--- src/common/energy_pkg.sv ---
package energy_pkg;
  localparam int SAMPLE_W = 17;
  localparam int RESULT_W = 16;
  localparam int BUS_MSB_W = 14;
  localparam int POWER_W = 30;
  localparam int ACC_W = 56;
  localparam int COUNT_W = 32;
  localparam int ADDR_W = 6;
  localparam int DATA_W = 32;
  localparam int MAX_SHIFT = 7;
  // Register byte offsets
  localparam logic [ADDR_W-1:0] OFS_CONTROL = 6'h00;
  localparam logic [ADDR_W-1:0] OFS_SAMPLE = 6'h04;
  localparam logic [ADDR_W-1:0] OFS_STATUS = 6'h08;
  localparam logic [ADDR_W-1:0] OFS_ACC_LO = 6'h0c;
  localparam logic [ADDR_W-1:0] OFS_ACC_HI = 6'h10;
  localparam logic [ADDR_W-1:0] OFS_COUNT = 6'h14;
  localparam logic [ADDR_W-1:0] OFS_RESULTS = 6'h18;
  localparam logic [ADDR_W-1:0] OFS_CLEAR = 6'h1c;
  // Control field positions
  localparam int CTL_RATE = 0;
  localparam int CTL_ADAPT_N = 2;
  localparam int CTL_SLOW_REFRESH = 3;
  localparam int CTL_BUS_SIGNED = 4;
  localparam int CTL_SENSE_SIGNED = 5;
  localparam int CTL_BUS_HALF = 6;
  localparam int CTL_SENSE_HALF = 7;
  localparam int CTL_SRC = 8;
  localparam int CTL_LIMIT = 10;
  localparam logic [DATA_W-1:0] CONTROL_RESET = 32'h0000_0000;
  // Sample register fields: bus in low half, sense in upper half
  localparam int SMP_SENSE = 16;
  // Status fields
  localparam int ST_BIPOLAR = 0;
  localparam int ST_ACC_LIMIT = 1;
  localparam int ST_CNT_LIMIT = 2;
  localparam int ST_SAT = 3;
  localparam int ST_REFRESH = 4;
  localparam int ST_SLOW = 5;
  localparam int ST_FS_SHIFT = 8;
  localparam logic [4:0] FS_BIPOLAR_LOG2 = 5'h1d;
  localparam logic [4:0] FS_UNIPOLAR_LOG2 = 5'h1e;
  localparam logic [1:0] AXI_OKAY = 2'h0;
  localparam logic [1:0] AXI_SLVERR = 2'h2;

  typedef enum logic [1:0] {RATE_1024, RATE_256, RATE_64, RATE_8} rate_t;
  typedef enum logic [1:0] {SRC_POWER, SRC_SENSE, SRC_BUS, SRC_RSVD} acc_src_t;
  typedef enum logic [1:0] {LIM_FULL, LIM_15_16, LIM_7_8, LIM_3_4} limit_t;

  typedef struct packed {
    logic signed [SAMPLE_W-1:0] bus;
    logic signed [SAMPLE_W-1:0] sense;
  } sample_pair_t;

  typedef struct packed {
    rate_t rate;
    logic adaptive_off;
    logic slow_refresh;
    logic bus_signed;
    logic sense_signed;
    logic bus_half;
    logic sense_half;
    acc_src_t src;
    limit_t limit;
  } control_t;
endpackage

--- src/verilog/energy_datapath.sv ---
`timescale 1ns/100ps
`default_nettype none
// Multiplies, scales and sign-extends one sample into an accumulator addend
module energy_datapath
  import energy_pkg::*;
(
  input wire logic aclk,
  input wire logic aresetn,
  input wire logic clk_en,
  input wire logic in_valid,
  input wire sample_pair_t in_pair,
  input wire acc_src_t src,
  input wire logic [2:0] shift,
  output logic out_valid,
  output logic signed [ACC_W-1:0] addend
);
  wire logic signed [BUS_MSB_W-1:0] bus_msbs = in_pair.bus[SAMPLE_W-1 -: BUS_MSB_W];
  wire logic signed [POWER_W-1:0] power_product = in_pair.sense * bus_msbs;
  wire logic signed [POWER_W-1:0] sense_ext = POWER_W'(in_pair.sense);
  wire logic signed [POWER_W-1:0] bus_ext = POWER_W'(in_pair.bus);
  wire logic signed [POWER_W-1:0] chosen = (src == SRC_SENSE) ? sense_ext :
    (src == SRC_BUS) ? bus_ext : power_product;
  wire logic signed [ACC_W-1:0] widened = ACC_W'(chosen);
  wire logic signed [ACC_W-1:0] next_addend = widened <<< shift;

  // Registered addend stage
  always_ff @(posedge aclk)
  begin
    if (!aresetn)
    begin
      out_valid <= 1'b0;
      addend <= '0;
    end
    else if (clk_en)
    begin
      out_valid <= in_valid;
      addend <= next_addend;
    end
  end
endmodule
`default_nettype wire

--- src/verilog/energy_accumulator_top.sv ---
// The AXI4-Lite interface to the registers and the placing of the registers were decided locally.
`timescale 1ns/100ps
`default_nettype none
// Energy accumulator with AXI4-Lite register access
module energy_accumulator_top
  import energy_pkg::*;
(
  input wire logic aclk,
  input wire logic aresetn,
  input wire logic clk_en,
  input wire logic slow_pin,
  input wire logic [ADDR_W-1:0] s_axi_awaddr,
  input wire logic [2:0] s_axi_awprot,
  input wire logic s_axi_awvalid,
  output logic s_axi_awready,
  input wire logic [DATA_W-1:0] s_axi_wdata,
  input wire logic [3:0] s_axi_wstrb,
  input wire logic s_axi_wvalid,
  output logic s_axi_wready,
  output logic [1:0] s_axi_bresp,
  output logic s_axi_bvalid,
  input wire logic s_axi_bready,
  input wire logic [ADDR_W-1:0] s_axi_araddr,
  input wire logic [2:0] s_axi_arprot,
  input wire logic s_axi_arvalid,
  output logic s_axi_arready,
  output logic [DATA_W-1:0] s_axi_rdata,
  output logic [1:0] s_axi_rresp,
  output logic s_axi_rvalid,
  input wire logic s_axi_rready,
  output logic refresh_pulse
);
  localparam logic signed [ACC_W-1:0] ACC_MAX = {1'b0, {(ACC_W-1){1'b1}}};
  localparam logic signed [ACC_W-1:0] ACC_MIN = {1'b1, {(ACC_W-1){1'b0}}};

  logic [DATA_W-1:0] control;
  logic [DATA_W-1:0] sample_reg;
  logic sample_strobe;
  logic signed [ACC_W-1:0] energy_accumulator;
  logic [COUNT_W-1:0] count;
  logic saturated;
  logic [2:0] slow_sync;
  logic slow_level;
  logic refresh_seen;
  logic clear_hit;
  logic [COUNT_W-1:0] pend_inc;
  logic [RESULT_W-1:0] bus_voltage_sample;
  logic [RESULT_W-1:0] sense_voltage_sample;

  // Control fields; zero reset value selects adaptive mode and no slow refresh
  wire control_t ctl = '{
    rate: rate_t'(control[CTL_RATE +: 2]),
    adaptive_off: control[CTL_ADAPT_N],
    slow_refresh: control[CTL_SLOW_REFRESH],
    bus_signed: control[CTL_BUS_SIGNED],
    sense_signed: control[CTL_SENSE_SIGNED],
    bus_half: control[CTL_BUS_HALF],
    sense_half: control[CTL_SENSE_HALF],
    src: acc_src_t'(control[CTL_SRC +: 2]),
    limit: limit_t'(control[CTL_LIMIT +: 2])
  };

  // Raw 16-bit conversions are placed into 17-bit signed carriers
  wire logic [RESULT_W-1:0] raw_bus = sample_reg[RESULT_W-1:0];
  wire logic [RESULT_W-1:0] raw_sense = sample_reg[SMP_SENSE +: RESULT_W];
  wire logic signed [SAMPLE_W-1:0] bus_17 = ctl.bus_signed ?
    (ctl.bus_half ? {raw_bus[RESULT_W-1], raw_bus} : {raw_bus, 1'b0}) :
    {1'b0, raw_bus};
  wire logic signed [SAMPLE_W-1:0] sense_17 = ctl.sense_signed ?
    (ctl.sense_half ? {raw_sense[RESULT_W-1], raw_sense} : {raw_sense, 1'b0}) :
    {1'b0, raw_sense};
  wire sample_pair_t pair = '{bus: bus_17, sense: sense_17};

  // Readable results: unsigned low bits or truncated signed top bits
  wire logic [RESULT_W-1:0] next_bus_read = ctl.bus_signed ?
    bus_17[SAMPLE_W-1 -: RESULT_W] : bus_17[RESULT_W-1:0];
  wire logic [RESULT_W-1:0] next_sense_read = ctl.sense_signed ?
    sense_17[SAMPLE_W-1 -: RESULT_W] : sense_17[RESULT_W-1:0];
  wire logic bipolar = ctl.bus_signed | ctl.sense_signed;
  wire logic [4:0] fs_log2 = bipolar ? FS_BIPOLAR_LOG2 : FS_UNIPOLAR_LOG2;

  // Effective rate: slow pin forces 8 SPS; scaling only in adaptive mode
  wire rate_t eff_rate = slow_level ? RATE_8 : ctl.rate;
  wire logic [2:0] next_shift = ctl.adaptive_off ? 3'h0 :
    (eff_rate == RATE_8) ? 3'(MAX_SHIFT) :
    (eff_rate == RATE_64) ? 3'h4 :
    (eff_rate == RATE_256) ? 3'h2 : 3'h0;
  wire logic [COUNT_W-1:0] next_inc = COUNT_W'(1) << next_shift;

  logic dp_valid;
  logic signed [ACC_W-1:0] dp_addend;

  energy_datapath energy_datapath_i (
    .aclk(aclk),
    .aresetn(aresetn),
    .clk_en(clk_en),
    .in_valid(sample_strobe),
    .in_pair(pair),
    .src(ctl.src),
    .shift(next_shift),
    .out_valid(dp_valid),
    .addend(dp_addend)
  );

  // Saturating add, detected by sign overflow
  wire logic signed [ACC_W-1:0] raw_sum = energy_accumulator + dp_addend;
  wire logic pos_ovf = !energy_accumulator[ACC_W-1] && !dp_addend[ACC_W-1] && raw_sum[ACC_W-1];
  wire logic neg_ovf = energy_accumulator[ACC_W-1] && dp_addend[ACC_W-1] && !raw_sum[ACC_W-1];
  wire logic signed [ACC_W-1:0] next_acc = pos_ovf ? ACC_MAX :
    neg_ovf ? ACC_MIN : raw_sum;
  wire logic [COUNT_W-1:0] next_count = count + pend_inc;

  // Fullness tests on magnitude of accumulator and on count
  wire logic [ACC_W-2:0] acc_mag = energy_accumulator[ACC_W-1] ?
    ~energy_accumulator[ACC_W-2:0] : energy_accumulator[ACC_W-2:0];
  wire logic [1:0] acc_top = acc_mag[ACC_W-2 -: 2];
  wire logic [3:0] acc_top4 = acc_mag[ACC_W-2 -: 4];
  wire logic [1:0] cnt_top = count[COUNT_W-1 -: 2];
  wire logic [3:0] cnt_top4 = count[COUNT_W-1 -: 4];
  wire logic acc_full = (acc_mag == {(ACC_W-1){1'b1}});
  wire logic cnt_full = (count == {COUNT_W{1'b1}});
  wire logic acc_limit = (ctl.limit == LIM_FULL) ? acc_full :
    (ctl.limit == LIM_15_16) ? (acc_top4 == 4'hf) :
    (ctl.limit == LIM_7_8) ? (acc_top4[3:1] == 3'h7) : (acc_top == 2'h3);
  wire logic cnt_limit = (ctl.limit == LIM_FULL) ? cnt_full :
    (ctl.limit == LIM_15_16) ? (cnt_top4 == 4'hf) :
    (ctl.limit == LIM_7_8) ? (cnt_top4[3:1] == 3'h7) : (cnt_top == 2'h3);

  // Slow pin synchroniser and edge detect on agreeing stages
  wire logic slow_changed = (slow_sync[2] == slow_sync[1]) && (slow_sync[1] != slow_level);
  wire logic next_refresh = slow_changed && ctl.slow_refresh;

  always_ff @(posedge aclk)
  begin
    if (!aresetn)
    begin
      slow_sync <= 3'h0;
      slow_level <= 1'b0;
      refresh_pulse <= 1'b0;
      refresh_seen <= 1'b0;
    end
    else if (clk_en)
    begin
      slow_sync <= {slow_sync[1:0], slow_pin};
      if (slow_changed)
        slow_level <= slow_sync[1];
      refresh_pulse <= next_refresh;
      if (next_refresh)
        refresh_seen <= 1'b1;
      else if (clear_hit)
        refresh_seen <= 1'b0;
    end
  end

  // AXI4-Lite write path: address and data taken independently
  logic aw_held;
  logic w_held;
  logic [ADDR_W-1:0] aw_addr;
  logic [DATA_W-1:0] w_data;
  logic [3:0] w_strb;
  wire logic do_write = aw_held && w_held && !s_axi_bvalid;
  wire logic wr_ctl = do_write && (aw_addr == OFS_CONTROL);
  wire logic wr_smp = do_write && (aw_addr == OFS_SAMPLE);
  assign clear_hit = do_write && (aw_addr == OFS_CLEAR);
  wire logic wr_known = wr_ctl || wr_smp || clear_hit;
  wire logic aw_take = s_axi_awvalid && s_axi_awready;
  wire logic w_take = s_axi_wvalid && s_axi_wready;
  // Held state one edge ahead, so the ready outputs can come from flops
  wire logic next_aw_held = (aw_held || aw_take) && !do_write;
  wire logic next_w_held = (w_held || w_take) && !do_write;
  logic [DATA_W-1:0] strobed;
  always_comb
  begin
    strobed = wr_ctl ? control : sample_reg;
    for (int b = 0; b < 4; b++)
      if (w_strb[b])
        strobed[b*8 +: 8] = w_data[b*8 +: 8];
  end

  always_ff @(posedge aclk)
  begin
    if (!aresetn)
    begin
      aw_held <= 1'b0;
      w_held <= 1'b0;
      aw_addr <= '0;
      w_data <= '0;
      w_strb <= 4'h0;
      s_axi_awready <= 1'b0;
      s_axi_wready <= 1'b0;
      s_axi_bvalid <= 1'b0;
      s_axi_bresp <= AXI_OKAY;
    end
    else if (clk_en)
    begin
      aw_held <= next_aw_held;
      w_held <= next_w_held;
      s_axi_awready <= !next_aw_held;
      s_axi_wready <= !next_w_held;
      if (aw_take)
        aw_addr <= s_axi_awaddr;
      if (w_take)
      begin
        w_data <= s_axi_wdata;
        w_strb <= s_axi_wstrb;
      end
      if (do_write)
      begin
        s_axi_bvalid <= 1'b1;
        s_axi_bresp <= wr_known ? AXI_OKAY : AXI_SLVERR;
      end
      else if (s_axi_bvalid && s_axi_bready)
        s_axi_bvalid <= 1'b0;
    end
  end

  // Software registers and conversion strobe
  always_ff @(posedge aclk)
  begin
    if (!aresetn)
    begin
      control <= CONTROL_RESET;
      sample_reg <= '0;
      sample_strobe <= 1'b0;
    end
    else if (clk_en)
    begin
      sample_strobe <= wr_smp;
      if (wr_ctl)
        control <= strobed;
      if (wr_smp)
        sample_reg <= strobed;
    end
  end

  // Accumulator, counter and result registers
  always_ff @(posedge aclk)
  begin
    if (!aresetn)
    begin
      energy_accumulator <= '0;
      count <= '0;
      saturated <= 1'b0;
      pend_inc <= '0;
      bus_voltage_sample <= '0;
      sense_voltage_sample <= '0;
    end
    else if (clk_en)
    begin
      if (sample_strobe)
      begin
        pend_inc <= next_inc;
        bus_voltage_sample <= next_bus_read;
        sense_voltage_sample <= next_sense_read;
      end
      if (dp_valid)
      begin
        energy_accumulator <= next_acc;
        count <= next_count;
      end
      else if (clear_hit)
      begin
        energy_accumulator <= '0;
        count <= '0;
      end
      if (dp_valid && (pos_ovf || neg_ovf))
        saturated <= 1'b1;
      else if (clear_hit)
        saturated <= 1'b0;
    end
  end

  // AXI4-Lite read path
  logic [DATA_W-1:0] rd_mux;
  wire logic [DATA_W-1:0] status_word = {16'h0, 3'h0, fs_log2, 2'h0, slow_level,
    refresh_seen, saturated, cnt_limit, acc_limit, bipolar};
  wire logic [DATA_W-1:0] acc_hi = DATA_W'($signed(energy_accumulator[ACC_W-1:DATA_W]));
  wire logic rd_known = (s_axi_araddr == OFS_CONTROL) || (s_axi_araddr == OFS_SAMPLE) ||
    (s_axi_araddr == OFS_STATUS) || (s_axi_araddr == OFS_ACC_LO) ||
    (s_axi_araddr == OFS_ACC_HI) || (s_axi_araddr == OFS_COUNT) ||
    (s_axi_araddr == OFS_RESULTS) || (s_axi_araddr == OFS_CLEAR);
  always_comb
  begin
    case (s_axi_araddr)
      OFS_CONTROL: rd_mux = control;
      OFS_SAMPLE: rd_mux = sample_reg;
      OFS_STATUS: rd_mux = status_word;
      OFS_ACC_LO: rd_mux = energy_accumulator[DATA_W-1:0];
      OFS_ACC_HI: rd_mux = acc_hi;
      OFS_COUNT: rd_mux = count;
      OFS_RESULTS: rd_mux = {sense_voltage_sample, bus_voltage_sample};
      default: rd_mux = '0;
    endcase
  end
  wire logic ar_take = s_axi_arvalid && s_axi_arready;
  wire logic next_rvalid = ar_take || (s_axi_rvalid && !s_axi_rready);

  // Read answer; registered arready stays low while an answer waits
  always_ff @(posedge aclk)
  begin
    if (!aresetn)
    begin
      s_axi_arready <= 1'b0;
      s_axi_rvalid <= 1'b0;
      s_axi_rdata <= '0;
      s_axi_rresp <= AXI_OKAY;
    end
    else if (clk_en)
    begin
      s_axi_arready <= !next_rvalid;
      s_axi_rvalid <= next_rvalid;
      if (ar_take)
      begin
        s_axi_rdata <= rd_mux;
        s_axi_rresp <= rd_known ? AXI_OKAY : AXI_SLVERR;
      end
    end
  end
endmodule
`default_nettype wire

--- config.mk ---
export PLATFORM = sky130hd
export DESIGN_NAME = energy_accumulator_top
export DESIGN_NICKNAME = d
export VERILOG_FILES = /design/src/common/energy_pkg.sv /design/src/verilog/energy_datapath.sv /design/src/verilog/energy_accumulator_top.sv
export SDC_FILE = /design/constraint.sdc
export NUM_CORES = 2
export LEC_CHECK = 0
export ABC_AREA = 0
export BUFFER_PORTS_ARGS = -buffer_cell sky130_fd_sc_hd__clkbuf_2
export CAP_MARGIN = 20
export CORE_AREA = 2 2 288 290
export CTS_CLUSTER_SIZE = 20
export DETAILED_ROUTE_END_ITERATION = 7
export DIE_AREA = 0 0 290 292
export GPL_TIMING_DRIVEN = 0
export PLACE_DENSITY_LB_ADDON = 0.2
export SYNTH_ARGS = -nofsm -noshare
export SYNTH_HDL_FRONTEND = slang
export SYNTH_HIERARCHICAL = 1
export SYNTH_SLANG_ARGS = --single-unit
--- constraint.sdc ---
create_clock -name aclk -period 7.2 [get_ports aclk]
set_clock_uncertainty 0.2 [all_clocks]
set_input_delay 1.44 -clock aclk [delete_from_list [all_inputs] [get_ports aclk]]
set_output_delay 1.44 -clock aclk [all_outputs]
set_load 0.02 [all_outputs]
### Word-level counts from Yosys, hierarchy flattened

Index checks and enable logic that the tools add are counted.

* register bits: 366
* word-level logic and storage cells: 161
* output and inout port bits: 42
* memories: 0
* latch bits: 0
* ROM bits: 0
* bits in writable memories: 0

* magnitude comparators: 0
* mux-type cells: 40
* reduce and logical (&&, ||, !) cells: 60
* multiply operators: 1
* equality and inequality tests: 26
* shift operators: 2
* bitwise logic cells: 2
* divide/modulo/power cells: 0
* add/subtract/negate cells: 2

Operators with widths (number)
* $mux W56: 4
* $pmux W32 S7: 1
* $mux W32: 3
* $mux W16: 4
* $mux W30: 2
* $add A56 B56 Y56: 1
* $sshl A30 B3 Y56: 1
* $eq A55 B55 Y1 const B: 1
* $mux W55: 1
* $not A55 Y55: 1
* $mux W17: 2
* $add A32 B32 Y32: 1
* $eq A32 B32 Y1 const B: 1
* $mux W8: 4
* $shl A1 B3 Y32 const A: 1
* $eq A6 B5 Y1 const B: 5
* $mul A17 B14 Y30: 1
* $reduce_and A2 Y1: 12
* $logic_and A1 B1 Y1: 19
* $logic_or A1 B1 Y1: 13
* $eq A2 B2 Y1 const B: 6
* $eq A6 B3 Y1 const B: 2
* $eq A6 B4 Y1 const B: 2
* $logic_not A6 Y1: 2
* other kinds (12): 43

### Logic depth before layout (Yosys ltp)

* depth after elaboration: 9
* gate-level depth with buffers: 30

### By module

Netlist, hierarchy kept.

Modules (own cells, without submodules)
* energy_accumulator_top: cells an instance 2082, times used 1, area each 16319.4 µm², sequential area each 5665.4 µm²
* energy_datapath: cells an instance 1439, times used 1, area each 12109.1 µm², sequential area each 760.7 µm²

### Worst setup path before layout

No wires, ideal clock.

* path type: reg-to-reg
* start point: reg control[7]
* end point: reg energy_datapath_i.addend[27]
* required time: 6.883 ns
* setup time: 0.117 ns
* setup slack: -0.628 ns
* period minus slack after synthesis: 7.828 ns
* cell stages (with the launch flop): 29
* data arrival time: 7.511 ns
* cells stage by stage: dfxtp_1 > clkbuf_1 > nand2b_1 > clkbuf_1 > buf_1 > mux2_2 > clkbuf_1 > and2_1 > fa_1 > inv_1 > fa_1 > inv_1 > fa_1 > inv_1 > fa_1 > inv_1 > fa_1 > fa_1 > ha_1 > buf_6 > a21oi_2 > o21ai_2 > or3_4 > o21a_4 > a2111o_1 > a21o_1 > a21o_1 > a311o_1 > a32o_1

* cells in the longest elaborated chain, start to end: 6

RTL lines
* start: declaration: RTL line energy_accumulator_top.sv:36 `logic [DATA_W-1:0] control;`
* start signal: assignment: RTL line energy_accumulator_top.sv:230 `control <= strobed;`
* $mux W16 *: RTL line energy_accumulator_top.sv:70 `(ctl.sense_half ? {raw_sense[RESULT_W-1], raw_sense} : {raw_sense, 1'b0}) :`
* $mux W17 *: RTL line energy_accumulator_top.sv:69 `wire logic signed [SAMPLE_W-1:0] sense_17 = ctl.sense_signed ?`
* named net sense_17[7]: RTL line energy_accumulator_top.sv:69
* $mul A17 B14 Y30: RTL line energy_datapath.sv:18 `wire logic signed [POWER_W-1:0] power_product = in_pair.sense * bus_msbs;`
* $mux W30: RTL line energy_datapath.sv:22 `(src == SRC_BUS) ? bus_ext : power_product;`
* $mux W30 *: RTL line energy_datapath.sv:21 `wire logic signed [POWER_W-1:0] chosen = (src == SRC_SENSE) ? sense_ext :`
* $sshl A30 B3 Y56 *: RTL line energy_datapath.sv:24 `wire logic signed [ACC_W-1:0] next_addend = widened <<< shift;`
* end signal: assignment: RTL line energy_datapath.sv:37 `addend <= next_addend;`
* end: declaration: RTL line energy_datapath.sv:15 `output logic signed [ACC_W-1:0] addend`

Mark *: on every way through the listed nets, which the timed path passes. The rest lies on a longest branch.
A chain may end at the register's enable or synchronous reset.

### Worst setup path after layout

* start point: reg control[6]
* end point: reg energy_datapath_i.addend[31]

* cells in the longest elaborated chain, start to end: 6

RTL lines
* $mux W16 *: RTL line energy_accumulator_top.sv:67 `(ctl.bus_half ? {raw_bus[RESULT_W-1], raw_bus} : {raw_bus, 1'b0}) :`
* $mux W17 *: RTL line energy_accumulator_top.sv:66 `wire logic signed [SAMPLE_W-1:0] bus_17 = ctl.bus_signed ?`
* named net bus_17[12]: RTL line energy_accumulator_top.sv:66
* $mul A17 B14 Y30: RTL line energy_datapath.sv:18
* $mux W30 *: RTL line energy_datapath.sv:22
* $mux W30 *: RTL line energy_datapath.sv:21
* $sshl A30 B3 Y56 *: RTL line energy_datapath.sv:24

Marks and branches as above.

==> summary.txt <==
STA
  – Setup violators final: 18
  – Setup TNS Final: -1.51 ns
  – FMAX: between 100 and 150 MHz
  – Setup ws final: -0.199 ns
  – Min cycle time layout: approximately 7.4 ns
  – Unrepaired setup endpoints after global routing: yes
  – Final critical-path share of the clock period: 1.03
  – Hold Fails Final Rpt: 0
  – Slew Viols, Final: 0
  – Slew Limit Headroom: 0.299
  – Worst hold slack: ~0.26 ns
  – Worst slew pin tran: roughly 1.0 ns

Setup path
  – Worst path top cell family by delay: adder cells
  – Startpoint Class: register
  – Slowest stage cell on the critical path: fa_2
  – Critical Path End Type: register
  – CP Buf/Inv Count: 7
  – CP Class: register to register
  – CP arrival: a little under 8 ns
  – Required @ worst endpoint: 7.51 ns
  – CP peak stage delay: between 0.5 and 0.6 ns
  – Crit-path max FO: 8

Yosys
  – Largest family of logic cells by synthesized area: adder cells
  – Area share of fa/ha/maj cells after synthesis: 0.220
  – Post-synth ARST share: 0
  – Post-synth EDFFs: 0
  – Mux contribution to synthesized area: 0.0419
  – Seq/Total Area, Yosys: 0.226
  – Syn Area/Cell: around 8 um2
  – #FFs+latches synth: 321
  – Post-synthesis compound-gate area fraction: 0.196
  – Post-synth cell types: 95
  – Simple-gate share of the synthesized area: 0.207
  – Synthesis warning total: 6
  – Mapped Cells: around 3500
  – Ys flop type: dfxtp_1
  – Xor and xnor area share after synthesis: 0.0311
  – Mapped Area: roughly 0.028 mm2

Worst hold path
  – Hold WC Path Type: register to register

Detailed routing
  – Detailed Route Iter0 Violations: 2506
  – Drt via density: about 5.6
  – DR DRC count: 0
  – Post-DR wirelength/cell: between 20 and 25 um
  – First-pass detailed-route iteration total: 8
  – ANT nets after route: 0
  – DR vias: 27300
  – Total wire length: about 110 mm

GRT
  – Total Routing Usage GR: 0.253
  – Overall overflow remaining after global route: 0
  – Global-route wire length before repair: roughly 160 mm
  – Largest net degree at the start of global routing: 22
  – Initial antenna violation count: 1
  – Vias in the first global route: around 26000

Outcome
  – Outcome: complete, but fails checks
  – Failing checks: setup timing

Finish
  – Largest register FFs: 56
  – Layout cell share with drive strength beyond 1: 0.161
  – Post-Layout Cell Count: 4866
  – Final core utilization: 0.420
  – Biggest regs: energy_accumulator: 56 flops, energy_datapath_i/addend: 37 flops
  – Nets: approximately 4200
  – Most common cell after layout, fill and taps aside: nand2_1
  – Register with the most flip-flops: energy_accumulator
  – Most frequent cells in the layout: nand2_1, dfxtp_1, inv_1, nor2_1, fa_1
  – Synthesis-to-layout area growth: 20.4%
  – Antenna diodes: 0
  – Fin area: 0.0342 mm2

Power and ir drop
  – Total power: roughly 3.8 mW
  – Clk network pwr share: 0.471
  – Worst VDD drop: 134 uV
  – Internal power: about 2.9 mW
  – Sequential Power Share: 0.473
  – Combinational Power Share: 0.056
  – P per Cell Area: around 110 mW/mm2
  – Pleak: around 14 nW
  – Switching Share: 0.251
  – Sw Pwr: roughly 0.96 mW

Placed design
  – Detailed placement HPWL: roughly 85 mm
  – GP Congestion: ~0.98
  – Port-buffer cells: 95
  – Placed Area: approximately 0.030 mm2
  – DP Cell Count: about 4700
  – Pre-CTS WS: -1.76 ns

Clocking
  – CTS tree: built
  – Longest Clk Path Bufs: 3
  – CTS Hold Bufs: 0
  – CTS root buffer: clkbuf_16
  – Sink Count: approximately 320
  – Clk slew on worst S/H paths: 0.06 ns
  – H-tree Lvls: 2
  – Clk_lat worst skew: 0.57 ns
  – CTS Buf Count: 37

Floorplanning
  – Die area: around 0.085 mm2
  – Row count: approximately 110
  – Die Ht: ~290 um
  – CORE AREA: roughly 0.082 mm2
  – Initial Utilization: 0.348
  – I/O pins: approximately 110
  – Die width: around 290 um

Run
  – Max Cap Violations: 0
kinds of logic after synthesis:
group / Yosys count
XOR/XNOR: 101
buffers and inverters: 547
AO/OA/AOI/OAI: 831
AND/OR/NAND/NOR: 1243
other: 1
flip-flops: 321
multiplexers: 113
adder cells (fa/ha/maj): 364
worst register-to-register path, cell delays in order, from the launching register on:
cell,delay [ns]
dfxtp_2,0.32
clkbuf_8,0.13
nand2b_4,0.16
clkbuf_16,0.17
buf_12,0.12
mux2_4,0.39
and2_4,0.21
fa_1,0.49
inv_1,0.05
fa_1,0.51
inv_2,0.05
fa_1,0.53
fa_2,0.46
fa_2,0.57
inv_2,0.05
fa_2,0.58
inv_2,0.05
ha_4,0.29
o21ai_2,0.07
o21ai_2,0.22
nand2_2,0.14
a2111oi_4,0.39
o211ai_1,0.16
a211o_1,0.39
and2_4,0.22
a221o_1,0.32
a21oi_2,0.11
per-layer routing:
layer / share of wire / global-route usage / routed length [um]
met1: 0.44 / 0.338 / 48100
met2: 0.46 / 0.420 / 50900
met3: 0.062 / 0.0292 / 6800
met4: 0.038 / 0.0912 / 4230
met5: 0.00018 / 0 / 20
cell usage after synthesis, types with 77 or more instances:
library cell / count / area, um2
a21oi_1: 223 / 1120
nand4_1: 79 / 494
dfxtp_1: 321 / 6430
ha_1: 136 / 1700
fa_1: 228 / 4560
nor2_1: 273 / 1020
nand2_1: 462 / 1730
and2_1: 132 / 826
o21ai_0: 135 / 676
clkbuf_1: 198 / 743
inv_1: 287 / 1080
nand3_1: 77 / 385
worst paths after layout:
kind	from	to	slack, ns	cells past startpoint
worst min register to register	sense_voltage_sample[15]	sense_voltage_sample[15]	0.26	2
worst min-delay path	sense_voltage_sample[15]	sense_voltage_sample[15]	0.26	2
worst max-delay path	control[6]	energy_datapath_i/addend[31]	-0.20	26
worst max register to register	control[6]	energy_datapath_i/addend[31]	-0.20	26
power groups by stage:
stage          sequential, mW  combinational, mW  clock [mW]
2_1_floorplan            1.85              0.120           0
3_3_place_gp             1.85              0.206           0
3_5_place_dp             1.85              0.207           0
4_1_cts                  1.81              0.209        1.83
5_1_grt                  1.81              0.231        1.90
6_report                 1.81              0.214        1.80
what timing repair did:
item | in CTS | in global routing
endpoints found under the setup margin | 28 | 27
pin swaps | 85 | 105
resized for setup | 249 | 150
gates cloned | 2 | 5
endpoints found under the hold margin | 0 | 0
setup buffers | 75 | 50
area by class of cell:
cell class	count	area, um2
Tap cell	1070	1340
Sequential cell	321	6440
Timing Repair Buffer	227	1690
Clock inverter	10	81.3
Inverter	289	1090
Buffer	241	1440
Clock buffer	53	1040
Multi-Input combinational cell	2655	21100
Fill cell	8302	47400
(Power assumes the default switching activity.)
